$ cat config.mk
export PLATFORM = sky130hd
export DESIGN_NAME = ueps_ep1_status
export DESIGN_NICKNAME = d
export VERILOG_FILES = /design/src/ueps_pkg.sv /design/src/ueps_ep1_status.sv
export SDC_FILE = /design/constraint.sdc
export NUM_CORES = 1
export LEC_CHECK = 0
export BUFFER_PORTS_ARGS = -buffer_cell sky130_fd_sc_hd__buf_2
export CAP_MARGIN = 25
export CORE_MARGIN = 3
export CORE_UTILIZATION = 32
export DETAILED_ROUTE_END_ITERATION = 16
export PLACE_DENSITY = 0.76
export SLEW_MARGIN = 10
export SYNTH_ARGS = -nofsm -noshare
export SYNTH_HDL_FRONTEND = slang
export SYNTH_SLANG_ARGS = --single-unit
$ cat constraint.sdc
create_clock -name sys_clk -period 1.34 [get_ports sys_clk]
set_clock_uncertainty 0.1 [all_clocks]
set_input_delay 0.067 -clock sys_clk [delete_from_list [all_inputs] [get_ports sys_clk]]
set_output_delay 0.067 -clock sys_clk [all_outputs]
set_load 0.05 [all_outputs]
$ cat src/ueps_pkg.sv
/*
  Package for the endpoint-1 halt-status block: register map, field layout,
  reset values, request decode codes and clock figures.
  Assumes nothing beyond a SystemVerilog compiler.
*/
package ueps_pkg;
  localparam int unsigned ADDR_W = 32;
  localparam logic [31:0] EP1_STATUS_ADDR = 32'h0020_0150;
  localparam logic [31:0] CLK_MASK_ADDR = 32'h0020_0154;
  localparam logic [31:0] CTRL_ADDR = 32'h0020_0158;
  localparam logic [7:0] EP1_STATUS_RESET = 8'h00;
  localparam logic [1:0] CLK_MASK_RESET = 2'h0;
  localparam logic [1:0] CLK_MASK_HALT = 2'h3;
  localparam int unsigned HALT_BIT = 0;
  localparam int unsigned NAK_ALL_BIT = 0;
  localparam int unsigned CLK_SEL_BIT = 1;
  localparam int unsigned USB_CLK_MHZ = 48;
  localparam int unsigned INT_SRC_MHZ = 6;
  localparam int unsigned PLL_MULT = USB_CLK_MHZ / INT_SRC_MHZ;

  typedef enum logic [2:0] {
    UEPS_REQ_NONE = 3'b000,
    UEPS_REQ_GET_STATUS = 3'b001,
    UEPS_REQ_SET_HALT = 3'b010,
    UEPS_REQ_CLR_HALT = 3'b011,
    UEPS_REQ_SET_CONFIG = 3'b100,
    UEPS_REQ_SET_INTF = 3'b101
  } ueps_req_t;

  typedef struct packed {
    logic valid;
    ueps_req_t req;
    logic intf_match;
  } ueps_usb_req_t;

  typedef struct packed {
    logic valid;
    logic [7:0] data;
  } ueps_status_resp_t;
endpackage

$ cat src/ueps_ep1_status.sv
/*
  Endpoint-1 halt-status register with its write protection, the automatic
  GET_STATUS answer, stall side effects, and the USB clock mask/select bits.
  Assumes the protocol engine decodes standard requests into one-cycle
  ueps_usb_req_t pulses on sys_clk, and that all inputs are sys_clk synchronous.
*/
// Added by the designer: the address-and-strobe port.
`timescale 1ns/100ps

// Function
// - USB clock 48 MHz, internal x8 or external
// - GET_STATUS returns status register automatically
// - Status register writes accepted only when NAK-all set
// - Endpoint error sets halt flag
// - Status register writes ignored during bus-side endpoint access
// - Stall clears bulk-in buffer and NAK
module ueps_ep1_status (
  input wire logic sys_clk,
  input wire logic rst_b,
  input wire logic [31:0] addr,
  input wire logic [7:0] wdata,
  input wire logic wr_stb,
  input wire logic rd_stb,
  output logic [7:0] rdata,
  input wire ueps_pkg::ueps_usb_req_t usb_req,
  input wire logic ep1_error,
  input wire logic ep1_bus_access,
  output ueps_pkg::ueps_status_resp_t status_resp,
  output logic ep1_bulk_in_clear,
  output logic bulk_in1_nak,
  input wire logic bulk_in1_nak_set,
  output logic ep0_nak_all,
  output logic [1:0] usb_clock_mask,
  output logic usb_clk_sel_ext,
  output logic ep1_halt_flag
);
  logic halt_reg, halt_next;
  logic nak_all_reg, nak_all_next;
  logic [1:0] mask_reg, mask_next;
  logic sel_reg, sel_next;
  logic [7:0] rdata_reg, rdata_next;
  ueps_pkg::ueps_status_resp_t resp_reg, resp_next;
  logic clr_reg, clr_next;
  logic nak_reg, nak_next;
  logic status_wr, ep1_stall_entry;
  logic hw_set, hw_clear;

  function automatic logic [7:0] status_byte(input logic h);
    status_byte = {7'h00, h};
  endfunction

  // Exact match of a register address
  function automatic logic addr_hit(input logic [31:0] a, input logic [31:0] reg_addr);
    addr_hit = (a == reg_addr);
  endfunction

  // Halt flag: hardware set beats clear, clear beats software write
  always_comb begin
    hw_set = ep1_error
        || (usb_req.valid && usb_req.req == ueps_pkg::UEPS_REQ_SET_HALT);
    hw_clear = usb_req.valid && (usb_req.req == ueps_pkg::UEPS_REQ_CLR_HALT
        || usb_req.req == ueps_pkg::UEPS_REQ_SET_CONFIG
        || (usb_req.req == ueps_pkg::UEPS_REQ_SET_INTF && usb_req.intf_match));
    status_wr = wr_stb && addr_hit(addr, ueps_pkg::EP1_STATUS_ADDR)
                && nak_all_reg && !ep1_bus_access;
    halt_next = halt_reg;
    if (status_wr) begin
      halt_next = wdata[ueps_pkg::HALT_BIT];
    end
    if (hw_clear) begin
      halt_next = 1'b0;
    end
    if (hw_set) begin
      halt_next = 1'b1;
    end
  end

  always_ff @(posedge sys_clk) begin
    if (!rst_b) begin
      halt_reg <= ueps_pkg::EP1_STATUS_RESET[ueps_pkg::HALT_BIT];
    end else begin
      halt_reg <= halt_next;
    end
  end

  // Stall side effects on every rise of the halt flag
  always_comb begin
    ep1_stall_entry = halt_next && !halt_reg;
    clr_next = ep1_stall_entry;
    nak_next = nak_reg;
    if (bulk_in1_nak_set) begin
      nak_next = 1'b1;
    end
    if (ep1_stall_entry) begin
      nak_next = 1'b0;
    end
  end

  always_ff @(posedge sys_clk) begin
    if (!rst_b) begin
      clr_reg <= 1'b0;
      nak_reg <= 1'b0;
    end else begin
      clr_reg <= clr_next;
      nak_reg <= nak_next;
    end
  end

  // Control and clock mask registers
  always_comb begin
    nak_all_next = nak_all_reg;
    mask_next = mask_reg;
    sel_next = sel_reg;
    if (wr_stb && addr_hit(addr, ueps_pkg::CTRL_ADDR)) begin
      nak_all_next = wdata[ueps_pkg::NAK_ALL_BIT];
      sel_next = wdata[ueps_pkg::CLK_SEL_BIT];
    end
    if (wr_stb && addr_hit(addr, ueps_pkg::CLK_MASK_ADDR)) begin
      mask_next = wdata[1:0];
    end
  end

  always_ff @(posedge sys_clk) begin
    if (!rst_b) begin
      nak_all_reg <= 1'b0;
      mask_reg <= ueps_pkg::CLK_MASK_RESET;
      sel_reg <= 1'b0;
    end else begin
      nak_all_reg <= nak_all_next;
      mask_reg <= mask_next;
      sel_reg <= sel_next;
    end
  end

  // GET_STATUS answer and register read data
  always_comb begin
    resp_next.valid = usb_req.valid && usb_req.req == ueps_pkg::UEPS_REQ_GET_STATUS;
    resp_next.data = status_byte(halt_reg);
    rdata_next = 8'h00;
    if (rd_stb) begin
      case (addr)
        ueps_pkg::EP1_STATUS_ADDR: rdata_next = status_byte(halt_reg);
        ueps_pkg::CLK_MASK_ADDR: rdata_next = {6'h00, mask_reg};
        ueps_pkg::CTRL_ADDR: rdata_next = {6'h00, sel_reg, nak_all_reg};
        default: rdata_next = 8'h00;
      endcase
    end
  end

  always_ff @(posedge sys_clk) begin
    if (!rst_b) begin
      rdata_reg <= 8'h00;
      resp_reg <= '0;
    end else begin
      rdata_reg <= rdata_next;
      resp_reg <= resp_next;
    end
  end

  assign rdata = rdata_reg;
  assign status_resp = resp_reg;
  assign ep1_bulk_in_clear = clr_reg;
  assign bulk_in1_nak = nak_reg;
  assign ep0_nak_all = nak_all_reg;
  assign usb_clock_mask = mask_reg;
  assign usb_clk_sel_ext = sel_reg;
  assign ep1_halt_flag = halt_reg;
endmodule // ueps_ep1_status

==> results.toml <==
[critical_path]
r2r_cells = 3
start_kind = "primary input"
path_buf_inv = 2
r2r_slack_ns = 0.09
cp.depth = 7
cpPeakStageDelay_ns = 0.28
r2r-end = "bulk_in1_nak"
path_common_cell = "buf_6"
required_ns = 1.40
crit_path_start = "addr[13]"
crit_type = "in2reg"
worstReg2RegStart = "ep0_nak_all"
crit_chain = "buf_6, nor4_4, nand4_2, buf_6, nor4b_4, mux2i_1, nor2_1"
end_kind = "register"
crit_slowest_cell = "nor4_4"
cp_max_fo = 3
critPathTopFamily = "simple AND/OR/NAND/NOR gates"
endpoint = "ep0_nak_all"
worstPathArrival_ns = 1.40

[sta]
fin_ws_ns = -0.00600
hold_violations = 0
holdWs_ns = 0.0248
rsz0062_at_grt = "true"
setup_viol = 1
fmax_mhz = 743
post-route-period-util_pct = 100
period_needed_ns = 1.35
slew_viol_final = 0

[routing]
wl_um = 2170
drtAntennaViolNets = 0
routed-via-count = 777
wire_per_inst_um = 12.5
drt_iter0_drc = 4
vias_per_cell = 4.49
drc = 0
drt_pass1_iterations = 4

[logic_synthesis]
avgSynthCellArea_um2 = 10.2
synth_cells = 76
synth_top_family_by_area = "simple AND/OR/NAND/NOR gates"
synthAdderAreaFrac_pct = 0
synthMuxAreaShare_pct = 6.47
ys_ff_latch = 11
syn_area_um2 = 773
ys_seq_area_share_pct = 28.5
synthXorXnorAreaFrac_pct = 0
yosysUniqueCellTypes = 28
yosys.area_share.simple_pct = 45.0
yosysWarnings = 0
synth_compound_area_share_pct = 5.83

[layout]
seq_area_um2 = 224
antenna_cells = 0
final_util_pct = 55.0
fin_nets = 198
multi_input_area_um2 = 542
num-fill-cells = 206
drive_above_1_share_pct = 53.1
area_growth_pct = 60.4

[floorplanning]
initial_core_util_pct = 34.3
core_um2 = 2250
dieArea_um2 = 3040
io_pins = 76
rows = 17
die_w_um = 55.2
die_y_um = 55.2

[clock_tree]
clk_latency_ns = 0.26
cts_num_sinks = 11
h-tree-depth = 1
clkSlewWorstSetupHoldPaths_ns = 0.07
cts_tree = "yes"
cts_root_buffer = "clkbuf_4"
cts_inserted_buffers = 3
clockBufferDepth = 2

[placed_design]
place_congestion = 0.791
hpwl_um = 1780
port_buffers = 56

[global_route]
grt_overflow = 0
grt_pass1_vias = 782
grt_pass1_wl_um = 3090
grt_max_degree = 7
antenna_found_initial = 0
groute.usage.overall_pct = 14.2

[hold_path]
hold_path.class = "in2reg"

[run_status]
violations = "setup timing"
status = "finished with violations"

[pwr]
leakagePower_nw = 0.593
powerDensity_nw_per_um2 = 698
ir_worst_vdd_mv = 0.522

[flow_run]
maxCapViolCount = 0
[stage by stage]
stage	power, mW	cells	setup WS (ns)	TNS [ns]	area, um^2
after floorplan	0.540	88	-0.0000357	-0.0000357	843
after global placement	0.611	160	-0.224	-1.16	1070
after detailed placement	0.617	160	-0.265	-1.55	1070
after CTS	0.853	172	0.00507	0	1170
after global routing	0.907	173	-0.0796	-0.283	1240
final	0.865	173	-0.00600	-0.00600	1240
[layout by cell type, fill, tap and decap left out, types with 2 or more instances in the layout]
| master | synthesis | final |
|---|---|---|
| nor2b_1 | 3 | 3 |
| nor3_1 | 2 | 2 |
| buf_6 | 0 | 5 |
| conb_1 | 1 | 13 |
| dfxtp_1 | 11 | 10 |
| o22ai_1 | 2 | 2 |
| nor4b_4 | 2 | 2 |
| and2_1 | 3 | 3 |
| buf_2 | 0 | 52 |
| nand2b_1 | 2 | 2 |
| nor4_4 | 4 | 5 |
| dlygate4sd3_1 | 0 | 8 |
| mux2i_1 | 5 | 5 |
| nand2_1 | 7 | 7 |
| nor2_1 | 4 | 4 |
| clkbuf_4 | 0 | 3 |
[metal layers]
| metal | track usage [%] | wire length [um] | up-vias |
|---|---|---|---|
| met5 | 0 | 0 | - |
| met4 | 4.86 | 12 | 0 |
| met3 | 4.02 | 235 | 4 |
| met2 | 29.7 | 1250 | 36 |
| met1 | 12.5 | 670 | 351 |
| li1 | - | - | 386 |
[cell usage after synthesis]
cell      instances  share of area [%]
a41oi_1           1                1.1
nor2b_1           3                2.4
nand2_1           7                3.4
clkinv_2          1               0.65
buf_4            13                 13
inv_1             1               0.48
nor4_2            1                1.6
nand4_2           1                1.6
nor3_1            2                1.3
nor4b_1           2                2.3
or2_1             1               0.81
nand4_4           1                2.8
o221a_1           1                1.5
nor2_1            4                1.9
nor3_2            1                1.3
nand2b_1          2                1.6
nor4_4            4                 11
nor4bb_1          2                2.6
nor4b_4           2                6.1
o21ai_1           1               0.65
a21boi_1          1               0.97
conb_1            1               0.48
nor4_1            1               0.81
nand3b_1          1               0.97
and2_1            3                2.4
dfxtp_1          11                 28
mux2i_1           5                6.5
o22ai_1           2                1.6
[timing repair]
item                                   in CTS  in global routing
setup endpoints to repair                   0                  7
resized for setup                           0                  9
setup buffers                               0                  1
endpoints found under the hold margin       6                  0
hold buffers                                8                  0
[cells by family after synthesis]
group	count (synthesis)
muxes	5
buffers and inverters	15
AOI/OAI and AO/OA	6
other	1
and+or+nand+nor	38
DFF	11
[how the worst min path moves through the flow]
stage	from	to	slack (ns)	cells after the start
floorplan	usb_req[3]	status_resp[8]	0.04	1
global placement	usb_req[2]	status_resp[8]	0.16	2
detailed placement	usb_req[2]	status_resp[8]	0.18	2
CTS	addr[2]	rdata[1]	0.02	3
global route	addr[2]	rdata[1]	0.03	3
finish	addr[2]	rdata[1]	0.02	3
[area by class of cell]
class                   count  area share [%]
multi-input cells          62            43.7
repair buffers             66            32.6
flip-flops and latches     11            18.1
well taps                  28            2.83
clock buffers               4            2.12
inverters                   2           0.706
[power breakdown]
part,switching [mW],leakage (nW),internal (mW),total (mW)
Clock,0.110,0.0150,0.115,0.225
Combinational,0.192,0.487,0.108,0.300
Sequential,0.00574,0.0905,0.335,0.340
[worst reg2reg max path, stage by stage, from the launching register on]
cell	delay, ns
dfxtp_4	0.35
nor4b_2	0.27
a41oi_2	0.19
o221a_1	0.23
Note: power is estimated with default switching activity, not from simulation.
